[config.mk]
export PLATFORM = sky130hd
export DESIGN_NAME = pplp_ctrl
export DESIGN_NICKNAME = d
export VERILOG_FILES = /design/src/hw/pplp_pkg.sv /design/src/hw/pplp_port_if.sv /design/src/hw/pplp_ctrl.sv /design/src/hw/pplp_port_rx.sv /design/src/hw/pplp_buf2.sv
export VERILOG_INCLUDE_DIRS = /design/src /design/src/hw
export SDC_FILE = /design/constraint.sdc
export NUM_CORES = 1
export LEC_CHECK = 0
export BUFFER_PORTS_ARGS = -buffer_cell sky130_fd_sc_hd__buf_2
export CORE_MARGIN = 2
export CORE_UTILIZATION = 30
export CTS_BUF_LIST = sky130_fd_sc_hd__clkbuf_16
export DETAILED_ROUTE_END_ITERATION = 10
export PLACE_DENSITY = 0.48
export SYNTH_ARGS = -nofsm -noshare
export SYNTH_HDL_FRONTEND = slang
export SYNTH_SLANG_ARGS = --single-unit
[constraint.sdc]
create_clock -name ref_clk_in -period 7.75 [get_ports ref_clk_in]
set_input_delay 0.775 -clock ref_clk_in [delete_from_list [all_inputs] [get_ports ref_clk_in]]
set_output_delay 0.775 -clock ref_clk_in [all_outputs]
set_load 0.05 [all_outputs]
[src/hw/pplp_defines.svh]
// register offsets, field positions, reset values and timing counts
`ifndef PPLP_DEFINES_SVH
`define PPLP_DEFINES_SVH

`define PPLP_HCC_SET_OFS 12'h050
`define PPLP_HCC_CLR_OFS 12'h054
`define PPLP_HCC_LPS_BIT 19
`define PPLP_HCC_RESET 32'h0000_0000

`define PPLP_PWR_D2 2'h2

`define PPLP_CLK_MHZ 10
`define PPLP_CLK_PERIOD_NS 100
`define PPLP_WAKE_MAX_US 2000
`define PPLP_WAKE_CYC (`PPLP_WAKE_MAX_US * `PPLP_CLK_MHZ)
`define PPLP_RX_IDLE_NS 3200
`define PPLP_RX_IDLE_CYC ((`PPLP_RX_IDLE_NS + `PPLP_CLK_PERIOD_NS - 1) / `PPLP_CLK_PERIOD_NS)

`endif

[src/hw/pplp_pkg.sv]
// types shared by the port low-power controller
package pplp_pkg;
    typedef enum logic [1:0] {
        st_active,
        st_sleep,
        st_deep,
        st_wake
    } pplp_lp_e;

    typedef logic [1:0] pplp_pwr_t;
    typedef logic [7:0] pplp_byte_t;
endpackage

[src/hw/pplp_port_if.sv]
// per-port receive status carried from a port receiver to the controller
`timescale 1ns/1ps
interface pplp_port_if;
    logic rx_active;
    logic bit_stb;
    logic bit_val;
    logic data_lvl;
    logic strobe_lvl;
    logic bias;
    logic [1:0] cmp;
    logic [1:0] speed;

    modport rx (
        output rx_active, bit_stb, bit_val, data_lvl, strobe_lvl, bias, cmp, speed
    );
    modport ctl (
        input rx_active, bit_stb, bit_val, data_lvl, strobe_lvl, bias, cmp, speed
    );
endinterface

[src/hw/pplp_ctrl.sv]
// port receive control, repeating and automatic low-power sequencing
`timescale 1ns/1ps
`include "pplp_defines.svh"
// Function
// - a port that is receiving has both its drivers off and its receivers on.
// - incoming data-strobe is decoded to bits and retimed onto the local clock for the link layer.
// - a received packet is repeated on every other connected and active port.
// - line comparators give arbitration status and first-pair common mode picks the next speed.
// - bias seen on the second pair of a port marks that port as connected.
// - in host state D2 or D3 with all ports inactive and the link power-status bit clear the block drops into low-power mode by itself.
// - in low-power mode clock generators stop and only the needed detectors stay on per port.
// - deepest sleep only when every port is disconnected, or disabled with its interrupt enable clear.
// - software setting the link power-status bit, bit 19 of the set/clear pair, wakes the block.
// - bias or disconnect on a suspended port, or a new connection on an enabled port, wakes it.
// - after the link power-status bit is set in low power, clocks run again within 2 ms.
// - a physical-layer register access while the clock is stopped fails with an error pulse.
// - the link layer and the physical layer share the system clock for bit transfer.
module pplp_ctrl import pplp_pkg::*; #(
    parameter int NP = 2,
    parameter int WAKE_CYC = `PPLP_WAKE_CYC,
    parameter int BUF_DEPTH = 2
) (
    // clock and reset
    input wire logic ref_clk_in,
    input wire logic rst_in,
    // register access
    input wire logic reg_wr_in,
    input wire logic reg_rd_in,
    input wire logic [11:0] reg_addr_in,
    input wire logic [31:0] reg_wdata_in,
    output logic [31:0] reg_rdata_out,
    output logic reg_ack_out,
    // physical-layer register access
    input wire logic phy_req_in,
    output logic phy_ack_out,
    output logic phy_access_fail_out,
    // host and port state
    input wire logic [1:0] host_pwr_state_in,
    input wire logic [NP-1:0] port_disabled_in,
    input wire logic [NP-1:0] port_suspended_in,
    input wire logic [NP-1:0] port_int_en_in,
    // cable pins
    input wire logic [NP-1:0] cable_pair_first_in,
    input wire logic [NP-1:0] cable_pair_second_in,
    input wire logic [NP-1:0] bias_sense_in,
    input wire logic [NP-1:0][1:0] cmp_in,
    input wire logic [NP-1:0][1:0] cm_speed_in,
    output logic [NP-1:0] cable_pair_first_out,
    output logic [NP-1:0] cable_pair_first_oe_out,
    output logic [NP-1:0] cable_pair_second_out,
    output logic [NP-1:0] cable_pair_second_oe_out,
    output logic [NP-1:0] rx_en_out,
    output logic [NP-1:0] detect_en_out,
    // arbitration
    output logic [NP-1:0][1:0] arb_status_out,
    output logic [1:0] next_speed_out,
    output logic [NP-1:0] port_connected_out,
    // link-layer receive stream
    output logic [7:0] llc_rx_data_out,
    output logic llc_rx_valid_out,
    input wire logic llc_rx_ready_in,
    output logic rx_overrun_out,
    // power
    output logic clk_gen_en_out,
    output logic sysclk_gate_en_out,
    output logic low_power_out,
    output logic deep_sleep_out
);
    localparam int WCW = $clog2(WAKE_CYC + 1);
    localparam int SLW = $clog2(NP) > 0 ? $clog2(NP) : 1;

    logic [NP-1:0] rx_act, bit_stb, bit_val, data_lvl, strobe_lvl, conn;
    logic [NP-1:0][1:0] cmp, speed;

    // ************************************************
    // port receivers
    // ************************************************
    genvar g;
    generate
        for (g = 0; g < NP; g++) begin : g_port
            pplp_port_if pif();
            pplp_port_rx u_rx (
                .ref_clk_in(ref_clk_in),
                .rst_in(rst_in),
                .pair_first_in(cable_pair_first_in[g]),
                .pair_second_in(cable_pair_second_in[g]),
                .bias_sense_in(bias_sense_in[g]),
                .cmp_in(cmp_in[g]),
                .cm_speed_in(cm_speed_in[g]),
                .port(pif.rx)
            );
            assign rx_act[g] = pif.rx_active;
            assign bit_stb[g] = pif.bit_stb;
            assign bit_val[g] = pif.bit_val;
            assign data_lvl[g] = pif.data_lvl;
            assign strobe_lvl[g] = pif.strobe_lvl;
            // remote bias marks the port connected
            assign conn[g] = pif.bias;
            assign cmp[g] = pif.cmp;
            assign speed[g] = pif.speed;
        end
    endgenerate

    // ************************************************
    // register file
    // ************************************************
    logic [31:0] hcc_r, hcc_nxt, rdata_r, rdata_nxt;
    logic ack_r, ack_nxt, lps_set;

    always_comb begin
        hcc_nxt = hcc_r;
        rdata_nxt = rdata_r;
        ack_nxt = reg_wr_in | reg_rd_in;
        lps_set = reg_wr_in && reg_addr_in == `PPLP_HCC_SET_OFS && reg_wdata_in[`PPLP_HCC_LPS_BIT];
        if (reg_wr_in && reg_addr_in == `PPLP_HCC_SET_OFS) begin
            hcc_nxt = hcc_r | reg_wdata_in;
        end else if (reg_wr_in && reg_addr_in == `PPLP_HCC_CLR_OFS) begin
            hcc_nxt = hcc_r & ~reg_wdata_in;
        end
        if (reg_rd_in) begin
            if (reg_addr_in == `PPLP_HCC_SET_OFS || reg_addr_in == `PPLP_HCC_CLR_OFS) begin
                rdata_nxt = hcc_r;
            end else begin
                rdata_nxt = 32'h0000_0000;
            end
        end
    end

    always_ff @(posedge ref_clk_in or posedge rst_in) begin
        if (rst_in) begin
            hcc_r <= `PPLP_HCC_RESET;
            rdata_r <= 32'h0000_0000;
            ack_r <= 1'b0;
        end else begin
            hcc_r <= hcc_nxt;
            rdata_r <= rdata_nxt;
            ack_r <= ack_nxt;
        end
    end

    // ************************************************
    // low-power sequencer
    // ************************************************
    pplp_lp_e st_r, st_nxt;
    logic [WCW-1:0] wcnt_r, wcnt_nxt;
    logic [NP-1:0] conn_prev_r, conn_prev_nxt;
    logic [NP-1:0] rise, fall, inactive, deep_port;
    logic all_inactive, deep_ok, port_evt, host_low;
    logic phy_ack_r, phy_ack_nxt, phy_fail_r, phy_fail_nxt;

    always_comb begin
        conn_prev_nxt = conn;
        rise = conn & ~conn_prev_r;
        fall = ~conn & conn_prev_r;
        inactive = ~conn | port_disabled_in | port_suspended_in;
        all_inactive = &inactive;
        // ports that allow the deepest state
        deep_port = ~conn | (port_disabled_in & ~port_int_en_in);
        deep_ok = &deep_port;
        // events that must be answered or reported
        port_evt = |(port_suspended_in & (rise | fall)) | |(rise & ~port_disabled_in);
        host_low = host_pwr_state_in >= `PPLP_PWR_D2;
        st_nxt = st_r;
        wcnt_nxt = wcnt_r;
        unique case (st_r)
            st_active: begin
                // automatic entry, held off while software keeps the link powered
                if (host_low && all_inactive && !hcc_r[`PPLP_HCC_LPS_BIT] && !port_evt) begin
                    st_nxt = deep_ok ? st_deep : st_sleep;
                end
            end
            st_sleep, st_deep: begin
                if (lps_set || port_evt) begin
                    st_nxt = st_wake;
                    wcnt_nxt = '0;
                end else begin
                    st_nxt = deep_ok ? st_deep : st_sleep;
                end
            end
            st_wake: begin
                // fixed settle, never beyond the limit
                if (wcnt_r >= WCW'(WAKE_CYC - 1)) begin
                    st_nxt = st_active;
                end else begin
                    wcnt_nxt = wcnt_r + 1'b1;
                end
            end
        endcase
        // no access while the clock is stopped
        phy_ack_nxt = phy_req_in && st_r == st_active;
        phy_fail_nxt = phy_req_in && st_r != st_active;
    end

    always_ff @(posedge ref_clk_in or posedge rst_in) begin
        if (rst_in) begin
            st_r <= st_active;
            wcnt_r <= '0;
            conn_prev_r <= '0;
            phy_ack_r <= 1'b0;
            phy_fail_r <= 1'b0;
        end else begin
            st_r <= st_nxt;
            wcnt_r <= wcnt_nxt;
            conn_prev_r <= conn_prev_nxt;
            phy_ack_r <= phy_ack_nxt;
            phy_fail_r <= phy_fail_nxt;
        end
    end

    // ************************************************
    // receive path and repeating
    // ************************************************
    logic [SLW-1:0] sel_r, sel_nxt;
    logic [2:0] bcnt_r, bcnt_nxt;
    logic [7:0] sh_r, sh_nxt;
    logic [1:0] spd_r, spd_nxt;
    logic byte_done, buf_ready, ovr_r, ovr_nxt, awake;
    logic [7:0] byte_data;
    logic [NP-1:0] fo_r, fo_nxt, foe_r, foe_nxt, so_r, so_nxt, soe_r, soe_nxt;
    logic [NP-1:0] rxe_r, rxe_nxt, det_r, det_nxt;

    always_comb begin
        awake = st_r == st_active;
        sel_nxt = sel_r;
        spd_nxt = spd_r;
        // hold the chosen port for the whole packet
        if (!rx_act[sel_r]) begin
            for (int p = NP - 1; p >= 0; p--) begin
                if (rx_act[p]) begin
                    sel_nxt = SLW'(p);
                end
            end
            // speed from first-pair common mode of a connected port
            for (int p = NP - 1; p >= 0; p--) begin
                if (conn[p]) begin
                    spd_nxt = speed[p];
                end
            end
        end
        // bits assembled msb first, partial byte dropped at packet end
        bcnt_nxt = bcnt_r;
        sh_nxt = sh_r;
        byte_done = 1'b0;
        byte_data = {sh_r[6:0], bit_val[sel_r]};
        if (!rx_act[sel_r] || !awake) begin
            bcnt_nxt = 3'h0;
        end else if (bit_stb[sel_r]) begin
            sh_nxt = byte_data;
            bcnt_nxt = bcnt_r + 3'h1;
            byte_done = bcnt_r == 3'h7;
        end
        // a full buffer cannot stall the cable, so the byte is flagged lost
        ovr_nxt = byte_done & ~buf_ready;
        for (int p = 0; p < NP; p++) begin
            fo_nxt[p] = 1'b0;
            so_nxt[p] = 1'b0;
            foe_nxt[p] = 1'b0;
            soe_nxt[p] = 1'b0;
            // detectors kept in sleep on every port except one disabled with its interrupt enable clear
            det_nxt[p] = awake | ~(port_disabled_in[p] & ~port_int_en_in[p]);
            rxe_nxt[p] = awake | det_nxt[p];
            if (rx_act[p]) begin
                rxe_nxt[p] = 1'b1;
            end else if (awake && rx_act[sel_r] && conn[p] && !port_disabled_in[p] && !port_suspended_in[p]) begin
                // repeat strobe on first pair, data on second
                foe_nxt[p] = 1'b1;
                soe_nxt[p] = 1'b1;
                fo_nxt[p] = strobe_lvl[sel_r];
                so_nxt[p] = data_lvl[sel_r];
            end
        end
    end

    always_ff @(posedge ref_clk_in or posedge rst_in) begin
        if (rst_in) begin
            sel_r <= '0;
            bcnt_r <= 3'h0;
            sh_r <= 8'h00;
            spd_r <= 2'h0;
            ovr_r <= 1'b0;
            fo_r <= '0;
            foe_r <= '0;
            so_r <= '0;
            soe_r <= '0;
            rxe_r <= '1;
            det_r <= '1;
        end else begin
            sel_r <= sel_nxt;
            bcnt_r <= bcnt_nxt;
            sh_r <= sh_nxt;
            spd_r <= spd_nxt;
            ovr_r <= ovr_nxt;
            fo_r <= fo_nxt;
            foe_r <= foe_nxt;
            so_r <= so_nxt;
            soe_r <= soe_nxt;
            rxe_r <= rxe_nxt;
            det_r <= det_nxt;
        end
    end

    // bytes handed over on the shared system clock
    pplp_buf2 #(
        .W(8),
        .DEPTH(BUF_DEPTH)
    ) u_buf (
        .ref_clk_in(ref_clk_in),
        .rst_in(rst_in),
        .in_valid_in(byte_done),
        .in_data_in(byte_data),
        .in_ready_out(buf_ready),
        .out_valid_out(llc_rx_valid_out),
        .out_data_out(llc_rx_data_out),
        .out_ready_in(llc_rx_ready_in)
    );

    // ************************************************
    // outputs
    // ************************************************
    logic gate_r, gate_nxt, gen_r, gen_nxt, lp_r, lp_nxt, deep_r, deep_nxt;

    always_comb begin
        gen_nxt = st_nxt == st_active || st_nxt == st_wake;
        lp_nxt = !gen_nxt;
        deep_nxt = st_nxt == st_deep;
        // gate opens only once the wake count has run out
        gate_nxt = st_nxt == st_active;
    end

    always_ff @(posedge ref_clk_in or posedge rst_in) begin
        if (rst_in) begin
            gen_r <= 1'b1;
            gate_r <= 1'b1;
            lp_r <= 1'b0;
            deep_r <= 1'b0;
        end else begin
            gen_r <= gen_nxt;
            gate_r <= gate_nxt;
            lp_r <= lp_nxt;
            deep_r <= deep_nxt;
        end
    end

    assign reg_rdata_out = rdata_r;
    assign reg_ack_out = ack_r;
    assign phy_ack_out = phy_ack_r;
    assign phy_access_fail_out = phy_fail_r;
    assign cable_pair_first_out = fo_r;
    assign cable_pair_first_oe_out = foe_r;
    assign cable_pair_second_out = so_r;
    assign cable_pair_second_oe_out = soe_r;
    assign rx_en_out = rxe_r;
    assign detect_en_out = det_r;
    assign arb_status_out = cmp;
    assign next_speed_out = spd_r;
    assign port_connected_out = conn_prev_r;
    assign rx_overrun_out = ovr_r;
    // generators stopped in both sleep states
    assign clk_gen_en_out = gen_r;
    assign sysclk_gate_en_out = gate_r;
    assign low_power_out = lp_r;
    assign deep_sleep_out = deep_r;
endmodule

[src/hw/pplp_port_rx.sv]
// cable port receiver: pin synchroniser and data-strobe decoder
`timescale 1ns/1ps
`include "pplp_defines.svh"
module pplp_port_rx #(
    parameter int IDLE_CYC = `PPLP_RX_IDLE_CYC
) (
    // clock and reset
    input wire logic ref_clk_in,
    input wire logic rst_in,
    // cable pins
    input wire logic pair_first_in,
    input wire logic pair_second_in,
    input wire logic bias_sense_in,
    input wire logic [1:0] cmp_in,
    input wire logic [1:0] cm_speed_in,
    // status toward the controller
    pplp_port_if.rx port
);
    localparam int SW = 7;
    localparam int CW = $clog2(IDLE_CYC + 1);

    logic [SW-1:0] s1_r, s2_r, s3_r, st_r;
    logic [SW-1:0] s1_nxt, s2_nxt, s3_nxt, st_nxt;
    logic par_r, stb_r, val_r;
    logic par_nxt, stb_nxt, val_nxt;
    logic [CW-1:0] idle_r, idle_nxt;

    // ************************************************
    // synchroniser
    // ************************************************
    always_comb begin
        s1_nxt = {cm_speed_in, cmp_in, bias_sense_in, pair_second_in, pair_first_in};
        s2_nxt = s1_r;
        s3_nxt = s2_r;
        // a bit changes only once the last two stages agree
        st_nxt = (s2_r & s3_r) | (st_r & (s2_r | s3_r));
    end

    // ************************************************
    // data-strobe decode
    // ************************************************
    always_comb begin
        par_nxt = st_r[0] ^ st_r[1];
        stb_nxt = par_nxt != par_r;
        val_nxt = stb_nxt ? st_r[0] : val_r;
        if (stb_nxt) begin
            idle_nxt = CW'(IDLE_CYC);
        end else if (idle_r != '0) begin
            idle_nxt = idle_r - 1'b1;
        end else begin
            idle_nxt = idle_r;
        end
    end

    always_ff @(posedge ref_clk_in or posedge rst_in) begin
        if (rst_in) begin
            s1_r <= '0;
            s2_r <= '0;
            s3_r <= '0;
            st_r <= '0;
            par_r <= 1'b0;
            stb_r <= 1'b0;
            val_r <= 1'b0;
            idle_r <= '0;
        end else begin
            s1_r <= s1_nxt;
            s2_r <= s2_nxt;
            s3_r <= s3_nxt;
            st_r <= st_nxt;
            par_r <= par_nxt;
            stb_r <= stb_nxt;
            val_r <= val_nxt;
            idle_r <= idle_nxt;
        end
    end

    assign port.rx_active = idle_r != '0;
    assign port.bit_stb = stb_r;
    assign port.bit_val = val_r;
    assign port.data_lvl = st_r[0];
    assign port.strobe_lvl = st_r[1];
    assign port.bias = st_r[2];
    assign port.cmp = st_r[4:3];
    assign port.speed = st_r[6:5];
endmodule

[src/hw/pplp_buf2.sv]
// small shift-register buffer with valid and ready on both sides
`timescale 1ns/1ps
module pplp_buf2 #(
    parameter int W = 8,
    parameter int DEPTH = 2
) (
    // clock and reset
    input wire logic ref_clk_in,
    input wire logic rst_in,
    // filling side
    input wire logic in_valid_in,
    input wire logic [W-1:0] in_data_in,
    output logic in_ready_out,
    // draining side
    output logic out_valid_out,
    output logic [W-1:0] out_data_out,
    input wire logic out_ready_in
);
    logic [DEPTH-1:0][W-1:0] mem_r, mem_nxt, sh_mem;
    logic [DEPTH-1:0] vld_r, vld_nxt, sh_vld, wr_mask;
    logic push, pop;

    always_comb begin
        pop = vld_r[0] & out_ready_in;
        push = in_valid_in & ~vld_r[DEPTH-1];
        // head always sits in entry 0 so the output is a plain register
        sh_mem = pop ? {W'(0), mem_r[DEPTH-1:1]} : mem_r;
        sh_vld = pop ? {1'b0, vld_r[DEPTH-1:1]} : vld_r;
        wr_mask = ~sh_vld & {sh_vld[DEPTH-2:0], 1'b1};
        mem_nxt = sh_mem;
        vld_nxt = sh_vld;
        for (int i = 0; i < DEPTH; i++) begin
            if (push && wr_mask[i]) begin
                mem_nxt[i] = in_data_in;
                vld_nxt[i] = 1'b1;
            end
        end
    end

    always_ff @(posedge ref_clk_in or posedge rst_in) begin
        if (rst_in) begin
            mem_r <= '0;
            vld_r <= '0;
        end else begin
            mem_r <= mem_nxt;
            vld_r <= vld_nxt;
        end
    end

    assign in_ready_out = ~vld_r[DEPTH-1];
    assign out_valid_out = vld_r[0];
    assign out_data_out = mem_r[0];
endmodule

* Word-level counts from Yosys, hierarchy flattened
Index checks and enable logic that the tools add are counted.
** Storage, ports and cells
- Output and inout bits :: 69
- Bits of input ports :: 72
- Bits in registers :: 206
** Operators by class
- Magnitude comparators :: 3
- Multiplexer cells :: 53
- Bitwise gates (word level) :: 46
- $add $sub $neg :: 4
- Equal/unequal tests :: 12
- Reductions and logical operators :: 53
** Operators by type and width (number)
- 32-bit two-way mux :: 3
- 32-bit bitwise AND :: 1
- 32-bit inverter :: 1
- 32-bit OR :: 1
- 1-bit two-way mux :: 30
- 15-bit two-way mux :: 2
- 15-bit case mux with 2 select lines :: 1
- 7-bit bitwise AND :: 4
- 7-bit OR :: 4
- 12-bit by 7-bit == test with 1-bit output (second input constant) :: 2
- 6-bit two-way mux :: 4
- 2-bit nonzero test :: 10
- 1-bit logical AND :: 17
- 16-bit two-way mux :: 1
- 8-bit two-way mux :: 2
- 15-bit by 1-bit adder with 15-bit output (second input constant) :: 1
- 15-bit greater-or-equal comparator (second input constant) :: 1
- 2-bit two-way mux :: 7
- 2-bit bitwise AND :: 6
- 6-bit nonzero test :: 2
- 6-bit by 1-bit subtractor with 6-bit output (second input constant) :: 2
- 2-bit inverter :: 5
- 2-bit AND reduction :: 5
- 1-bit logical NOT :: 9
- other kinds (19) :: 50

* Longest topological paths before layout
- Depth after elaboration :: 13
- Depth in mapped cells :: 9
- Mapped depth without buffers :: 9

* By module
A second synthesis with hierarchy kept.
** Second synthesis, totals
- Cell total of the unflattened synthesis :: 755
- Area, all modules :: 8489.4 um^2
** By module, submodules not included
- pplp_ctrl :: cells each 525, area each 5118.7 um^2, instances 1, seq. area each 2860.2 um^2
- pplp_port_rx :: cells each 76, area each 1239.9 um^2, instances 2, seq. area each 925.9 um^2
- pplp_buf2 :: cells each 78, area each 890.9 um^2, instances 1, seq. area each 450.4 um^2

* Worst setup path after synthesis
No wires, ideal clock.
- Path type :: input to register
- Start point :: in reg_addr_in[5]
- End point :: reg wcnt_r[11]
- Path buffers :: 1
- Data arrival time :: 2576 ps
- Cell stages on the path :: 6
- Setup slack :: 5041 ps
- Cells stage by stage :: or4b_1 > or4_4 > a31o_1 > buf_6 > o31ai_1 > o41ai_1
** Between the ends
- Word-level cells in the longest chain between the ends :: 6
** RTL lines
- from (decl) :: RTL line pplp_ctrl.sv:29 : input wire logic [11:0] reg_addr_in,
- 12-bit by 7-bit == test with 1-bit output (no source line)
- 1-bit logical AND (no source line)
- 1-bit logical AND :: RTL line pplp_ctrl.sv:114 : lps_set = reg_wr_in && reg_addr_in == `PPLP_HCC_SET_OFS && reg_wdata_in[`PPLP_HCC_LPS_BIT];
- 1-bit logical OR :: RTL line pplp_ctrl.sv:173 : if (lps_set || port_evt) begin
- 2-bit inequality test (no source line)
- 3-bit AND reduction (no source line)
- to (signal assigned) :: RTL line pplp_ctrl.sv:203 : wcnt_r <= wcnt_nxt;
- to (decl) :: RTL line pplp_ctrl.sv:145 : logic [WCW-1:0] wcnt_r, wcnt_nxt;
Every way passes these cells.
A chain may end at the register's enable or synchronous reset.

* Final worst setup path
- Start point :: in reg_addr_in[5]
- End point :: reg wcnt_r[6]
The elaborated chain is that of the path after synthesis.

==> results.md <==
* Status: finished clean
* Synth warn at 0
* Max cap viols at 0
* Routed len/inst at 14.9 µm
* Most frequent cells in the layout: dfrtp_1 (200), buf_2 (139), nand2_1 (133)
* Vias in the first global route at approximately 5.5k
* Grt total ovfl at 0
* P per Cell Area at around 290 nW/µm²
* Fin Setup TNS at 0 ns
* CP Depth at 6
* Die footprint at about 29,000 µm²
* Crit path cell chain: buf_2, or4b_1, or4_4, a31o_1, nor2_1, a31oi_1
* Starting density of the core at a little under a third
* H-Tree Level Count at 1
* Reg power frac at 43.5%
* Worst setup path category: primary input to flop
* Yosys reg bits at 206
* Die H at 170 µm
* Slowest stage delay, CP at between 0.5 and 0.6 ns
* M1 WL at a little under 9000 µm
* HP Start: g_port[1].u_rx.s1_r[2]
* CP delay by family, top: simple AND/OR/NAND/NOR gates
* DR iter-0 viols at slightly below 300
* Post-CTS Repair Setup Buffers at 0
* Hold WC Path Type: flop to flop
* Initial antenna violation count at 3
* Largest cells by area after synthesis: dfrtp_1 (61%), nand2_1 (6.0%), mux2i_1 (3.5%)
* Slowest cell on the critical path: or4_4
* Antenna Nets Post-Route at 0
* Achievable frequency at 366 MHz
* Port-buffer cells at around 140
* Internal power at around 2000 µW
* IO Pins at around 140
* Crit end category: flop
* R2r setup slk at between 5 and 6 ns
* Fin crit period at 2.73 ns
* Post-synth top area cell: dfrtp_1
* Clock group share of total power at 35.3%
* Resized cells post-CTS at 0
* Via count at ~5.6k
* Share of cells above drive strength 1 at 21.7%
* Number of CTS-inserted buffers at 24
* R2R cell count at 7
* Slew Viols, Final at 0
* Largest net degree at the start of global routing at 139
* Chip width at roughly 170 µm
* Placed Area at just over 9000 µm²
* Synth async-reset ratio at 100%
* Commonest non-fill, non-tap cell in the layout: dfrtp_1
* Req. time, crit path at between 8 and 9 ns
* Fin crit share at a little over a third
* DRT Pass-1 Iters at 7
* Max VDD drop at roughly 0.00012 V
* CTS Hold Bufs at 0
* Met2 wire len at ~8000 µm
* DP Wirelength at 12,000 µm
* Combinational share of power at 21.3%
* Max layer used: met5
* Gp weighted congestion at about 0.77
* Final setup fails at 0
* Synth cell types at 55
* Crit path capture: wcnt_r[6]
* Met3 wire length at 1230 µm
* Clk_lat worst skew at 0.51 ns
* Post-synth EDFFs at 0
* Worst relative slew slack at 24.5%
* Fillers at 2,723
* Crit Path Max Fanout at 13
* DRC Markers at 0
* Final net count at roughly 960
* Synth Instances at between 700 and 800
* Yosys top cell area share at between 60% and 70%
* Clk_skew at between 0.01 and 0.015 ns
* Gr usage total at about 13%
* Placement Rows at 60
* Cell area after synthesis at between 8000 and 9000 µm²
* R2R Path End: u_buf.mem_r[8]
* Switching Share at about a third
* Core Footprint at around 27,000 µm²
* Syn Area/Cell at approximately 11 µm²
* Fin area at around 10000 µm²
* Mapped Nets at between 800 and 900
* WL final at 18,400 µm
* Clock Sinks at 206
* Vias per cell at around 4.5
* Root Driver: clkbuf_16
* First-pass GRT wire length at about 30,000 µm
* Pleak at roughly 0.0047 µW
* CP startpoint: reg_addr_in[5]
* RSZ-0062 raised after global routing: no
* Clock-pin slew on the worst setup and hold paths at around 0.060 ns
* Slew @ Worst Pin at 1.13 ns
* P&R area growth vs syn at 20.5%
* Final Hold Viols at 0
* Crit path launch type: primary input
* R2r startpoint: g_port[0].u_rx.idle_r[0]
* Critical Path AT at 3.09 ns
* Net Sw Power at 916 µW
* Worst path bufs/invs at 1
* CTS tree: done
* Sequential area share after synthesis at between 60 and 70%
* Clock tree buffer depth at 3
* Primary FF master, synth: dfrtp_1
-- final cells by class --
type | instances | area, µm² | area share [%]
Inverter | 56 | 218 | 2.19
Tap cell | 341 | 427 | 4.29
Multi-Input combinational cell | 450 | 2710 | 27.2
Clock buffer | 25 | 626 | 6.29
Antenna cell | 2 | 5.00 | 0.0503
Sequential cell | 206 | 5160 | 51.9
Timing Repair Buffer | 143 | 726 | 7.29
Clock inverter | 14 | 81.3 | 0.817
-- cell families after synthesis --
| kind of cell | share of synthesized area [%] |
|---|---|
| compound gates | 10.9 |
| xor+xnor | 0.742 |
| fa+ha+maj | 3.48 |
| buf+inv | 4.82 |
| flops | 62.5 |
| mux | 3.79 |
| simple gates | 13.8 |
-- Yosys cell counts (11+ instances only) --
master,number
a21oi_1,12
mux2i_1,29
maj3_1,15
or3_1,13
o22ai_1,33
nand2b_1,13
nor2_1,19
ha_1,11
o21ai_0,49
dfrtp_1,200
inv_1,56
nand2_1,133
clkbuf_1,26
-- routing by layer --
metal / track usage (%) / up-vias
met4: 3.49 / 2
met1: 18.1 / 2615
li1: - / 2833
met5: 0 / -
met3: 3.77 / 35
met2: 19.4 / 119
-- power by group through the flow --
stage / clock network, µW / registers, µW / logic, µW
final: 1030 / 1270 / 621
after global routing: 1120 / 1280 / 700
after CTS: 1080 / 1270 / 628
after detailed placement: 0 / 1290 / 626
after global placement: 0 / 1290 / 619
after floorplan: 0 / 1350 / 397
-- per-stage QoR --
step	util, %	total power [µW]	cells	setup slack [ns]	hold WS (ns)
after global routing	36.8	3100	1235	4.75	0.339
after global placement	34.2	1910	1196	4.56	0.333
after floorplan	-	1750	750	1.36	0.331
after detailed placement	34.2	1910	1196	4.56	0.335
final	36.8	2920	1237	5.02	0.340
after CTS	36.8	2980	1235	5.05	0.336
-- worst min-delay path by stage --
stage,to,slack (ns),depth (start not counted)
3_5_place_dp,g_port[0].u_rx.s2_r[4],0.33,0
4_1_cts,g_port[0].u_rx.s1_r[4],0.34,1
6_report,g_port[1].u_rx.s2_r[2],0.34,0
2_1_floorplan,g_port[0].u_rx.s2_r[0],0.33,0
5_1_grt,g_port[0].u_rx.s1_r[4],0.34,1
3_3_place_gp,g_port[1].u_rx.s2_r[2],0.33,0
Note: power is estimated with default switching activity, not from simulation.
